**config.mk**
```make
export PLATFORM = sky130hd
export DESIGN_NAME = cbf_core
export DESIGN_NICKNAME = d
export VERILOG_FILES = /design/src/logic/cbf_pkg.sv /design/src/logic/cbf_core.sv
export SDC_FILE = /design/constraint.sdc
export NUM_CORES = 1
export LEC_CHECK = 0
export ABC_CLOCK_PERIOD_IN_PS = 7270
export BUFFER_PORTS_ARGS = -buffer_cell sky130_fd_sc_hd__buf_2
export CORE_MARGIN = 2
export CORE_UTILIZATION = 40
export DETAILED_ROUTE_END_ITERATION = 12
export GPL_ROUTABILITY_DRIVEN = 1
export GPL_TIMING_DRIVEN = 0
export PLACE_DENSITY = 0.67
export RECOVER_POWER = 50
export SLEW_MARGIN = 40
export SYNTH_ARGS = -nofsm -noshare
export SYNTH_HDL_FRONTEND = slang
export SYNTH_SLANG_ARGS = --single-unit
```
**constraint.sdc**
```tcl
create_clock -name pclk -period 7.27 [get_ports pclk]
set_input_delay 1.0905 -clock pclk [delete_from_list [all_inputs] [get_ports pclk]]
set_output_delay 1.0905 -clock pclk [all_outputs]
set_load 0.02 [all_outputs]
```
**src/logic/cbf_pkg.sv**
```systemverilog
// Shared constants and types for the CAN buffer, filter and fault counter block
package cbf_pkg;
  localparam int NUM_BUF       = 3;
  localparam int NUM_FILT      = 2;
  localparam int NUM_BYTES     = 8;
  localparam int ADDR_W        = 12;
  // Register byte offsets, one aligned word each
  localparam logic [11:0] OFS_TEC       = 12'h000;
  localparam logic [11:0] OFS_REC       = 12'h004;
  localparam logic [11:0] OFS_CONFIG    = 12'h008;
  localparam logic [11:0] OFS_RECEIVE_IRQ_FLAG      = 12'h00C;
  localparam logic [11:0] OFS_FILT_BASE = 12'h010;
  localparam logic [11:0] FILT_STRIDE   = 12'h010;
  localparam logic [11:0] OFS_FLT_HI    = 12'h000;
  localparam logic [11:0] OFS_FLT_LO    = 12'h004;
  localparam logic [11:0] OFS_MSK_HI    = 12'h008;
  localparam logic [11:0] OFS_MSK_LO    = 12'h00C;
  localparam logic [11:0] OFS_BUF_BASE  = 12'h040;
  localparam logic [11:0] BUF_STRIDE    = 12'h040;
  localparam logic [11:0] OFS_ID_HI     = 12'h000;
  localparam logic [11:0] OFS_ID_LO     = 12'h004;
  localparam logic [11:0] OFS_DATA0     = 12'h008;
  localparam logic [11:0] OFS_BCSR      = 12'h028;
  // Control/status bit positions
  localparam int BCSR_LOCK     = 0;
  localparam int BCSR_BUSY     = 1;
  localparam int BCSR_RDY      = 2;
  localparam int BCSR_ACC      = 3;
  localparam int CFG_EARLY_TX  = 0;
  localparam logic [2:0] LAST_BYTE = 3'h7;
  // Fault confinement figures
  localparam logic [8:0] TEC_STEP_ERR  = 9'h008;
  localparam logic [8:0] TEC_BUS_OFF   = 9'h100;
  localparam logic [7:0] PASSIVE_LIMIT = 8'h7F;
  localparam logic [7:0] REC_STEP_MIN  = 8'h01;
  localparam logic [7:0] REC_STEP_MAX  = 8'h08;
  localparam logic [7:0] REC_HIGH      = 8'h80;
  localparam logic [7:0] REC_RELOAD    = 8'h78;
  localparam logic [7:0] REC_MAX       = 8'hFF;

  typedef struct packed {
    logic [10:0]    message_ident;
    logic           rtr;
    logic [3:0]     dlc;
    logic [63:0]    payload;
  } cbf_frame_s;

  typedef struct packed {
    logic           tx_err;
    logic           tx_ok;
    logic           rx_err;
    logic           rx_err_severe;
  } cbf_fault_ev_s;
endpackage

```
**src/logic/cbf_core.sv**
```systemverilog
// Paged CAN message buffers, acceptance filters and fault confinement counters
//
// Chosen here: the register offsets and the APB slave port.
`timescale 1ns/100ps
module cbf_core (
  input  wire logic                  pclk,
  input  wire logic                  presetn,
  input  wire logic                  psel,
  input  wire logic                  penable,
  input  wire logic                  pwrite,
  input  wire logic [11:0]           paddr,
  input  wire logic [31:0]           pwdata,
  output logic      [31:0]           prdata,
  output logic                       pready,
  output logic                       pslverr,
  input  wire cbf_pkg::cbf_fault_ev_s fault_ev,
  input  wire logic                  rx_start,
  input  wire logic [11:0]           rx_key,
  input  wire logic                  rx_done,
  input  wire logic                  rx_abort,
  input  wire cbf_pkg::cbf_frame_s   rx_frame,
  output logic                       rx_stored,
  input  wire logic                  tx_start,
  input  wire logic [1:0]            tx_sel,
  input  wire logic                  tx_arb_won,
  input  wire logic                  tx_done,
  input  wire logic                  tx_abort,
  output logic      [2:0]            tx_request,
  output cbf_pkg::cbf_frame_s        tx_frame,
  output logic                       tx_irq,
  output logic      [2:0]            receive_irq_flag,
  input  wire logic [2:0]            receive_irq_flag_clear,
  output logic                       error_passive,
  output logic                       bus_off
);
  typedef enum {
    CBF_IDLE,
    CBF_RX,
    CBF_TX
  } cbf_core_e;

  logic [8:0]                        tx_fault_tally;
  logic [7:0]                        rx_fault_tally;
  logic                              early_transmit_mode;
  logic [11:0]                       filter_bits [cbf_pkg::NUM_FILT];
  logic [11:0]                       mask_bits [cbf_pkg::NUM_FILT];
  cbf_pkg::cbf_frame_s               buf_frame [cbf_pkg::NUM_BUF];
  logic [2:0]                        lock;
  logic [2:0]                        ready;
  logic [2:0]                        accepting_filter_code;
  cbf_core_e                         state;
  logic [1:0]                        cur_buf;
  logic                              cur_acc;
  logic                              cur_valid;

  // Access decode
  logic                              acc;
  logic                              wr;
  logic                              hit;
  logic [11:0]                       ofs;
  logic [1:0]                        sel_buf;
  logic                              sel_filt;
  logic                              is_buf;
  logic                              is_filt;
  logic [11:0]                       rel;
  logic [7:0]                        wbyte;
  logic [2:0]                        byte_idx;

  function automatic logic filt_match(input logic [11:0] filt, input logic [11:0] msk, input logic [11:0] key);
    filt_match = (((filt ^ key) & msk) == 12'h000);
  endfunction

  function automatic logic [11:0] buf_ofs(input logic [1:0] idx);
    buf_ofs = cbf_pkg::OFS_BUF_BASE + cbf_pkg::BUF_STRIDE * {10'h000, idx};
  endfunction

  assign acc   = psel && penable;
  assign wr    = acc && pwrite;
  assign wbyte = pwdata[7:0];
  assign pready = 1'b1;

  always_comb begin
    ofs      = {paddr[11:2], 2'b00};
    is_buf   = 1'b0;
    is_filt  = 1'b0;
    sel_buf  = 2'h0;
    sel_filt = 1'b0;
    rel      = 12'h000;
    for (int b = 0; b < cbf_pkg::NUM_BUF; b++) begin
      if (ofs >= buf_ofs(2'(b)) && ofs <= buf_ofs(2'(b)) + cbf_pkg::OFS_BCSR) begin
        is_buf  = 1'b1;
        sel_buf = 2'(b);
        rel     = ofs - buf_ofs(2'(b));
      end
    end
    for (int f = 0; f < cbf_pkg::NUM_FILT; f++) begin
      if (ofs >= cbf_pkg::OFS_FILT_BASE + cbf_pkg::FILT_STRIDE * 12'(f) &&
          ofs <= cbf_pkg::OFS_FILT_BASE + cbf_pkg::FILT_STRIDE * 12'(f) + cbf_pkg::OFS_MSK_LO) begin
        is_filt  = 1'b1;
        sel_filt = 1'(f);
        rel      = ofs - cbf_pkg::OFS_FILT_BASE - cbf_pkg::FILT_STRIDE * 12'(f);
      end
    end
    byte_idx = 3'(rel[11:2] - cbf_pkg::OFS_DATA0[11:2]);
    hit = is_buf || is_filt || ofs == cbf_pkg::OFS_TEC || ofs == cbf_pkg::OFS_REC ||
          ofs == cbf_pkg::OFS_CONFIG || ofs == cbf_pkg::OFS_RECEIVE_IRQ_FLAG;
  end

  // Read mux
  always_comb begin
    prdata  = 32'h0000_0000;
    pslverr = acc && !hit;
    if (acc && !pwrite && hit) begin
      if (is_buf) begin
        if (rel == cbf_pkg::OFS_ID_HI)
          prdata[7:0] = buf_frame[sel_buf].message_ident[10:3];
        else if (rel == cbf_pkg::OFS_ID_LO)
          prdata[7:0] = {buf_frame[sel_buf].message_ident[2:0], buf_frame[sel_buf].rtr,
                         buf_frame[sel_buf].dlc};
        else if (rel == cbf_pkg::OFS_BCSR) begin
          prdata[cbf_pkg::BCSR_LOCK] = lock[sel_buf];
          prdata[cbf_pkg::BCSR_BUSY] = cur_valid && cur_buf == sel_buf;
          prdata[cbf_pkg::BCSR_RDY]  = ready[sel_buf];
          prdata[cbf_pkg::BCSR_ACC]  = accepting_filter_code[sel_buf];
        end else
          prdata[7:0] = buf_frame[sel_buf].payload[byte_idx*8 +: 8];
      end else if (is_filt) begin
        unique case (rel)
          cbf_pkg::OFS_FLT_HI: prdata[7:0] = filter_bits[sel_filt][11:4];
          cbf_pkg::OFS_FLT_LO: prdata[7:0] = {filter_bits[sel_filt][3:0], 4'h0};
          cbf_pkg::OFS_MSK_HI: prdata[7:0] = mask_bits[sel_filt][11:4];
          default:             prdata[7:0] = {mask_bits[sel_filt][3:0], 4'h0};
        endcase
      end else if (ofs == cbf_pkg::OFS_TEC)
        prdata[7:0] = tx_fault_tally[7:0];
      else if (ofs == cbf_pkg::OFS_REC)
        prdata[7:0] = rx_fault_tally;
      else if (ofs == cbf_pkg::OFS_CONFIG)
        prdata[cbf_pkg::CFG_EARLY_TX] = early_transmit_mode;
      else
        prdata[2:0] = receive_irq_flag;
    end
  end

  // Software and transfer strobes per buffer
  logic [2:0]                        sw_rdy_clr;
  logic [2:0]                        sw_lock_wr;
  logic [2:0]                        sw_tx_req;
  logic [2:0]                        sw_receive_irq_flag_clr;
  logic [2:0]                        busy;
  logic [2:0]                        rx_fill_ok;
  logic [2:0]                        tx_ok_buf;

  always_comb begin
    for (int b = 0; b < cbf_pkg::NUM_BUF; b++) begin
      busy[b]        = cur_valid && cur_buf == 2'(b);
      sw_rdy_clr[b]  = wr && is_buf && sel_buf == 2'(b) && rel == cbf_pkg::OFS_BCSR &&
                       !wbyte[cbf_pkg::BCSR_RDY] && !lock[b];
      sw_lock_wr[b]  = wr && is_buf && sel_buf == 2'(b) && rel == cbf_pkg::OFS_BCSR && !busy[b];
      sw_tx_req[b]   = wr && is_buf && sel_buf == 2'(b) && rel >= cbf_pkg::OFS_DATA0 &&
                       rel < cbf_pkg::OFS_BCSR && byte_idx == cbf_pkg::LAST_BYTE && lock[b];
      sw_receive_irq_flag_clr[b] = (wr && ofs == cbf_pkg::OFS_RECEIVE_IRQ_FLAG && wbyte[b]) || receive_irq_flag_clear[b];
      rx_fill_ok[b]  = rx_done && state == CBF_RX && busy[b];
      tx_ok_buf[b]   = tx_done && state == CBF_TX && busy[b];
    end
  end

  // First free unlocked buffer and accepting filter for an incoming header
  logic                              rx_hit;
  logic                              rx_free;
  logic [1:0]                        rx_pick;
  always_comb begin
    rx_hit  = filt_match(filter_bits[0], mask_bits[0], rx_key) ||
              filt_match(filter_bits[1], mask_bits[1], rx_key);
    rx_free = 1'b0;
    rx_pick = 2'h0;
    for (int b = cbf_pkg::NUM_BUF - 1; b >= 0; b--) begin
      if (!lock[b] && !ready[b]) begin
        rx_free = 1'b1;
        rx_pick = 2'(b);
      end
    end
  end

  // Core transfer sequencing, owns the busy buffer
  always_ff @(posedge pclk or negedge presetn) begin
    if (!presetn) begin
      state     <= CBF_IDLE;
      cur_buf   <= 2'h0;
      cur_acc   <= 1'b0;
      cur_valid <= 1'b0;
    end else begin
      unique case (state)
        CBF_IDLE: begin
          if (tx_start && lock[tx_sel] && ready[tx_sel]) begin
            state     <= CBF_TX;
            cur_buf   <= tx_sel;
            cur_valid <= 1'b1;
          end else if (rx_start && rx_hit && rx_free) begin
            state     <= CBF_RX;
            cur_buf   <= rx_pick;
            cur_acc   <= !filt_match(filter_bits[0], mask_bits[0], rx_key);
            cur_valid <= 1'b1;
          end
        end
        CBF_RX, CBF_TX: begin
          if ((state == CBF_RX && (rx_done || rx_abort)) || (state == CBF_TX && (tx_done || tx_abort))) begin
            state     <= CBF_IDLE;
            cur_valid <= 1'b0;
          end
        end
      endcase
    end
  end

  // Buffer contents: software writes and received frames
  always_ff @(posedge pclk or negedge presetn) begin
    if (!presetn) begin
      for (int b = 0; b < cbf_pkg::NUM_BUF; b++)
        buf_frame[b] <= '0;
    end else begin
      for (int b = 0; b < cbf_pkg::NUM_BUF; b++) begin
        if (rx_fill_ok[b])
          buf_frame[b] <= rx_frame;
        else if (wr && is_buf && sel_buf == 2'(b)) begin
          if (rel == cbf_pkg::OFS_ID_HI)
            buf_frame[b].message_ident[10:3] <= wbyte;
          else if (rel == cbf_pkg::OFS_ID_LO) begin
            buf_frame[b].message_ident[2:0] <= wbyte[7:5];
            buf_frame[b].rtr                <= wbyte[4];
            buf_frame[b].dlc                <= wbyte[3:0];
          end else if (rel != cbf_pkg::OFS_BCSR)
            buf_frame[b].payload[byte_idx*8 +: 8] <= wbyte;
        end
      end
    end
  end

  // Lock, ready, acceptance code and receive flags
  always_ff @(posedge pclk or negedge presetn) begin
    if (!presetn) begin
      lock                  <= 3'h0;
      ready                 <= 3'h0;
      accepting_filter_code <= 3'h0;
      receive_irq_flag      <= 3'h0;
    end else begin
      for (int b = 0; b < cbf_pkg::NUM_BUF; b++) begin
        if (tx_ok_buf[b] && early_transmit_mode)
          lock[b] <= 1'b0;
        else if (sw_lock_wr[b])
          lock[b] <= wbyte[cbf_pkg::BCSR_LOCK];
        if (rx_fill_ok[b] || sw_tx_req[b])
          ready[b] <= 1'b1;
        else if (sw_rdy_clr[b] || tx_ok_buf[b] || (sw_lock_wr[b] && lock[b] && !wbyte[cbf_pkg::BCSR_LOCK]))
          ready[b] <= 1'b0;
        if (rx_fill_ok[b])
          receive_irq_flag[b] <= 1'b1;
        else if (sw_rdy_clr[b] || sw_receive_irq_flag_clr[b])
          receive_irq_flag[b] <= 1'b0;
        if (rx_fill_ok[b])
          accepting_filter_code[b] <= cur_acc;
        else if (sw_rdy_clr[b] || sw_receive_irq_flag_clr[b] || tx_ok_buf[b] ||
                 (sw_lock_wr[b] && lock[b] && !wbyte[cbf_pkg::BCSR_LOCK]))
          accepting_filter_code[b] <= 1'b0;
      end
    end
  end

  // Filters, masks and mode
  always_ff @(posedge pclk or negedge presetn) begin
    if (!presetn) begin
      early_transmit_mode <= 1'b0;
      for (int f = 0; f < cbf_pkg::NUM_FILT; f++) begin
        filter_bits[f] <= 12'h000;
        mask_bits[f]   <= 12'h000;
      end
    end else begin
      if (wr && ofs == cbf_pkg::OFS_CONFIG)
        early_transmit_mode <= wbyte[cbf_pkg::CFG_EARLY_TX];
      if (wr && is_filt) begin
        unique case (rel)
          cbf_pkg::OFS_FLT_HI: filter_bits[sel_filt][11:4] <= wbyte;
          cbf_pkg::OFS_FLT_LO: filter_bits[sel_filt][3:0]  <= wbyte[7:4];
          cbf_pkg::OFS_MSK_HI: mask_bits[sel_filt][11:4]   <= wbyte;
          default:             mask_bits[sel_filt][3:0]    <= wbyte[7:4];
        endcase
      end
    end
  end

  // Transmit error counter; saturates at bus-off until reset
  always_ff @(posedge pclk or negedge presetn) begin
    if (!presetn)
      tx_fault_tally <= 9'h000;
    else if (!bus_off) begin
      if (fault_ev.tx_err)
        tx_fault_tally <= (tx_fault_tally + cbf_pkg::TEC_STEP_ERR > cbf_pkg::TEC_BUS_OFF) ?
                          cbf_pkg::TEC_BUS_OFF : tx_fault_tally + cbf_pkg::TEC_STEP_ERR;
      else if (fault_ev.tx_ok && tx_fault_tally != 9'h000)
        tx_fault_tally <= tx_fault_tally - 9'h001;
    end
  end

  // Receive error counter, held at its top value
  always_ff @(posedge pclk or negedge presetn) begin
    if (!presetn)
      rx_fault_tally <= 8'h00;
    else if (fault_ev.rx_err) begin
      if (fault_ev.rx_err_severe)
        rx_fault_tally <= (rx_fault_tally > cbf_pkg::REC_MAX - cbf_pkg::REC_STEP_MAX) ?
                          cbf_pkg::REC_MAX : rx_fault_tally + cbf_pkg::REC_STEP_MAX;
      else if (rx_fault_tally != cbf_pkg::REC_MAX)
        rx_fault_tally <= rx_fault_tally + cbf_pkg::REC_STEP_MIN;
    end else if (rx_done) begin
      if (rx_fault_tally > cbf_pkg::REC_HIGH)
        rx_fault_tally <= cbf_pkg::REC_RELOAD;
      else if (rx_fault_tally != 8'h00)
        rx_fault_tally <= rx_fault_tally - cbf_pkg::REC_STEP_MIN;
    end
  end

  // Outputs toward the protocol core
  always_ff @(posedge pclk or negedge presetn) begin
    if (!presetn) begin
      tx_frame  <= '0;
      tx_irq    <= 1'b0;
      rx_stored <= 1'b0;
    end else begin
      if (state == CBF_IDLE && tx_start)
        tx_frame <= buf_frame[tx_sel];
      tx_irq    <= early_transmit_mode ? (tx_arb_won && state == CBF_TX) : (tx_done && state == CBF_TX);
      rx_stored <= |rx_fill_ok;
    end
  end

  // Combinational status from lock, ready and the error counters toward the link side
  assign tx_request    = lock & ready;
  assign bus_off       = tx_fault_tally >= cbf_pkg::TEC_BUS_OFF;
  assign error_passive = !bus_off && (tx_fault_tally[7:0] > cbf_pkg::PASSIVE_LIMIT ||
                                      rx_fault_tally > cbf_pkg::PASSIVE_LIMIT);

endmodule // cbf_core

```
Yosys cells after proc, flatten, opt, wreduce, memory -nomap -nowiden:

Index checks and enable logic that the tools add are counted.

* flip-flop bits (word level): 436
* input port bits: 157
* output and inout bits: 124
* word-level logic and storage cells: 434

* muxes and demuxes: 129
* bitwise gates (word level): 11
* add/subtract/negate cells: 12
* shift-type cells: 3
* equality and inequality tests: 27
* order comparisons: 24
* reduce and logical (&&, ||, !) cells: 184

Operators with widths (number)
* two-way mux 80 bit: 10
* two-way mux 64 bit: 6
* binary-select mux 80 bit (select 2 bit): 2
* two-way mux 72 bit: 3
* bitwise mux 64 bit: 3
* two-way mux 12 bit: 12
* two-way mux 8 bit: 15
* bitwise mux 24 bit: 4
* two-way mux 32 bit: 3
* case mux 24 bit (2 select lines): 2
* logical AND 1 bit: 79
* == test 32 x 2 -> 1 bit (second input constant): 2
* zero test 32 bit: 2
* case mux 32 bit (2 select lines): 1
* variable shift 8 x 34 -> 64 bit (first input constant): 1
* variable part select 64 x 7 -> 8 bit: 1
* variable part select 8 x 34 -> 64 bit: 1
* nonzero test 2 bit: 28
* zero test 12 bit: 4
* two-way mux 1 bit: 44
* negator 6 -> 34 bit: 1
* == test 32 x 1 -> 1 bit (second input constant): 1
* == test 32 x 3 -> 1 bit (second input constant): 1
* logical OR 1 bit: 31
* other kinds (67): 133

Longest topological paths before layout:

* depth after elaboration: 16
* mapped depth: 24
* depth with buffers taken out: 16

Worst setup path before layout:

No wires, ideal clock.

* path kind: in2out
* start point: input paddr[4]
* end point: output prdata[0]
* buffers on the path: 8
* arrival: 5299 ps
* path slack: 880 ps
* stages: 20
* required time: 6179 ps
* cells stage by stage: clkbuf_1 > inv_1 > ha_1 > buf_2 > and4b_1 > or3_1 > o21ai_1 > buf_2 > a41oi_4 > inv_2 > buf_6 > buf_6 > buf_4 > ha_1 > clkbuf_1 > clkbuf_1 > o2111ai_1 > o211ai_1 > nor4_1 > a311oi_1

* cells in the longest elaborated chain, start to end: 14
* elaborated cells between the ends (all ways): 73
* classes of those cells: 6 x add/sub; 10 x order compare; 6 x eq/ne; 1 x shift; 34 x mux; 2 x bitwise; 14 x reduce/logical

Ends and longest elaborated chain
* from (decl): line cbf_core.sv:11 `input wire logic [11:0] paddr,`
* branches (longest 13 deep; another with subtractor 12 x 5 -> 12 bit)
* two-way mux 8 bit (*): line cbf_core.sv:113 `if (acc && !pwrite && hit) begin`
* to (decl): line cbf_core.sv:13 `output logic [31:0] prdata,`

Every way passes the cells marked *. The select of a mux whose other input is x is not followed.

Worst setup path after layout:

* start point: input paddr[4]
* end point: output prdata[6]

* cells in the longest elaborated chain, start to end: 14
* elaborated cells between the ends (all ways): 70
* classes of those cells: 6 x add/sub; 10 x order compare; 6 x eq/ne; 1 x shift; 31 x mux; 2 x bitwise; 14 x reduce/logical

Ends and longest elaborated chain (line)
* branches (longest 13 deep; another with subtractor 12 x 5 -> 12 bit)
* two-way mux 8 bit (*): cbf_core.sv:113

Marked as above.

==> reports/results.ini <==
[synth]
synth_largest_area_cell=dfrtp_1
yosysSeqAreaShare_pct=40.7
synth_edf_count=0
synth.distinct_cells=90
synthArstFlopShare_pct=100
synthFlopType=dfrtp_1
synth.area.top_cells=dfrtp_1 (41%), mux2i_1 (14%), a21oi_1 (9.5%)
synth_cells=2841
syn_area_per_cell_um2=8.79
synth_top_area_share_pct=40.7
ys_warn_count=0
synth-seq-cells=406
syn_area_um2=25000

[clocking]
htreeDepth=2
tritoncts=yes
path_clk_slew_ns=0.06
cts_hold_buf=0
cts.path.max_buffers=3
cts_buffers=46
clockRootBuffer=clkbuf_16
insertion_delay_ns=0.61
cts_sinks=406

[worst_setup_path]
startpoint_type=input port
max_stage_delay_ns=0.61
rrSetupSlack_ns=4.49
cp-end-kind=output pin
rr_worst_depth=12
path_max_fanout=11
cp_slowest_cell=or4_1
crit_family=buffers and inverters
rr_endpoint=tx_fault_tally[5]$_DFFE_PN0P_
crit_chain=buf_2, buf_2, inv_1, ha_1, a21o_1, a211oi_2, o21ai_1, buf_4, nand4_1, and2_1, buf_4, inv_2, buf_4, buf_6, ha_4, nor2_2, a21oi_1, o2111a_1, buf_2, or4_1, a31oi_1, buf_2
crit_type=input port to output pin
critical_path_buf_inv_count=10
cp.required_ns=6.18
reg2reg_from=tx_fault_tally[0]$_DFFE_PN0P_
crit_arrival_ns=6.12
crit_top_cell=buf_2

[global_route]
overflow=0
grt_max_degree=71
antenna_found_initial=16
first_global_vias=23449
grt_usage_pct=33.0
grt_pass1_wl_mm=157

[sta]
slew-limit-headroom_pct=-159
worstMarginPinSlew_ns=3.89
slew_viol_final=342
setup_slack_ns=0.0607
skew_ns=0.0249
setup_tns_ns=0
final.period_utilization_pct=99.2
fin_crit_ns=7.21
final_hold_viol_count=0
finalSetupViolCount=0
rsz0062_at_grt=no
max_freq_mhz=139

[placement]
gp_congestion=1.02
placed_area_um2=27500
hpwlAfterDp_mm=78.4
preCtsSetupSlack_ns=-1.26
port_buffers=227

[die]
dieWidth_um=254
ioPinCount=281
rows=91
start_util_pct=40.5
die_h_um=254
design.core.area_um2=61700
die_area_um2=64500

[final_layout]
layout-drive-gt1-share_pct=15.7
final_cell_area_um2=29000
layout.nets=3334
fin_util_pct=47.1
synthToLayoutAreaGrowth_pct=16.2

[route]
vias_per_cell=6.14
wl_met3_mm=13.0
vias=24717
routed.top_layer=met5
postRouteAntennaNets=0
drc_errors=0
m1WireLength_mm=43.1
drtPass1Iterations=6
finalWirelength_mm=108
wl_per_cell_um=26.9
drt-initial-drc-count=3290
dr_wl_met2_mm=45.4

[power]
total_power_mw=10.5
peakVddDrop_mv=0.229
power.leakage_nw=14.0
p_per_area_nw_per_um2=363

[outcome]
outcome=complete, but fails checks
violations=capacitance limit, slew limit

[job]
cap_viol_max_count=5

[worst_hold_path]
hold_start=tx_frame[46]$_DFFE_PN0P_
worstHoldPathType=register to register
hold_depth=2
holdPathEnd=tx_frame[46]$_DFFE_PN0P_

## power by group
group	switching, mW	internal, mW	leakage, nW	total, mW
combinational	2.40	1.46	8.43	3.86
clock	1.04	1.41	0.761	2.45
sequential	0.973	3.26	4.82	4.24
## through the flow
step / hold WS (ns) / instances
after floorplan: 0.472 / 2864
after global placement: 0.504 / 3928
after detailed placement: 0.507 / 3935
after CTS: 0.328 / 4020
after global routing: 0.540 / 4022
final: 0.524 / 4025
## layout by cell type, fill, tap and decap left out, drive strengths merged, types with 6 or more instances in the layout
cell,count
a211oi,11
a21oi,473
a222oi,7
a22oi,23
a311oi,13
a31oi,39
and2,17
and3,17
buf,259
clkbuf,275
clkinv,14
conb,25
dfrtp,406
diode,6
ha,29
inv,40
mux2,49
mux2i,341
mux4,9
nand2,270
nand2b,13
nand3,72
nand4,10
nor2,460
nor2b,9
nor3,46
nor4,16
o2111ai,9
o211ai,12
o21ai,54
o221ai,8
o22ai,10
o31ai,14
or3,7
or4,6
xnor2,11
xor2,23
## worst max-delay path by stage
stage,start,endpoint,slack [ns],cells past startpoint
floorplan,paddr[4],prdata[0],0.88,20
global placement,presetn,buf_frame[125]$_DFFE_PN0P_,-3.46,1
detailed placement,paddr[4],prdata[1],-1.26,23
CTS,paddr[4],prdata[6],0.03,22
global route,paddr[4],prdata[6],0.009,22
finish,paddr[4],prdata[6],0.06,22
## state kept, by name, indices dropped and copies added, names as in the netlist, 2 cells and up
register,cells
buf_frame,240
tx_frame,80
filter_bits,24
mask_bits,24
tx_fault_tally,9
rx_fault_tally,8
accepting_filter_code,3
lock,3
ready,3
receive_irq_flag,3
cur_buf,2
state,2
## per-layer routing
metal | vias up | track usage (%)
met5 | - | 0
met4 | 14 | 17.8
met3 | 397 | 9.11
met2 | 1599 | 48.1
met1 | 12041 | 44.3
li1 | 10666 | -
## cell families (layout without fill, tap and decap cells)
family,after synthesis,in the layout,share of synthesized area (%)
other,2,31,0.0301
xor gates and xnor gates,34,34,1.19
adders and majority gates,29,29,1.45
muxes,399,399,16.7
and+or+nand+nor,962,962,17.7
DFF,406,406,40.7
AOI/OAI and AO/OA,731,731,17.3
buffers and inverters,278,596,4.91
## worst reg2reg max path, delay by kind of cell, from the launching register on
family	cells	cell delay [ns]
compound gates	3	0.51
fa+ha+maj	1	0.16
buf+inv	2	0.44
flops	1	0.41
simple gates	6	1.10
## Yosys cell counts, drive strengths merged (8+ instances only)
cell     number
a21oi       473
nor2        460
dfrtp       406
mux2i       341
nand2       270
clkbuf      165
buf          76
nand3        72
o21ai        54
mux2         49
nor3         46
a31oi        39
inv          37
ha           29
a22oi        23
xor2         23
and2         17
and3         17
nor4         16
o31ai        14
a311oi       13
nand2b       13
o211ai       12
a211oi       11
xnor2        11
nand4        10
o22ai        10
mux4          9
nor2b         9
o2111ai       9
o221ai        8
## cell type report
cell class,instances,area (um2)
clock inverter,25,269
tap,837,1050
fill,6210,32700
timing repair buffer,239,1150
clock buffer,57,1260
antenna,6,15.0
sequential,406,10200
multi-input combinational,2180,13800
inverter,37,141
buffer,238,1150
## what timing repair did
action	in CTS	in global routing
pin swaps	2	1
setup endpoints to repair	8	7
resized for setup	29	16
buffers inserted	5	0
(Power assumes the default switching activity.)
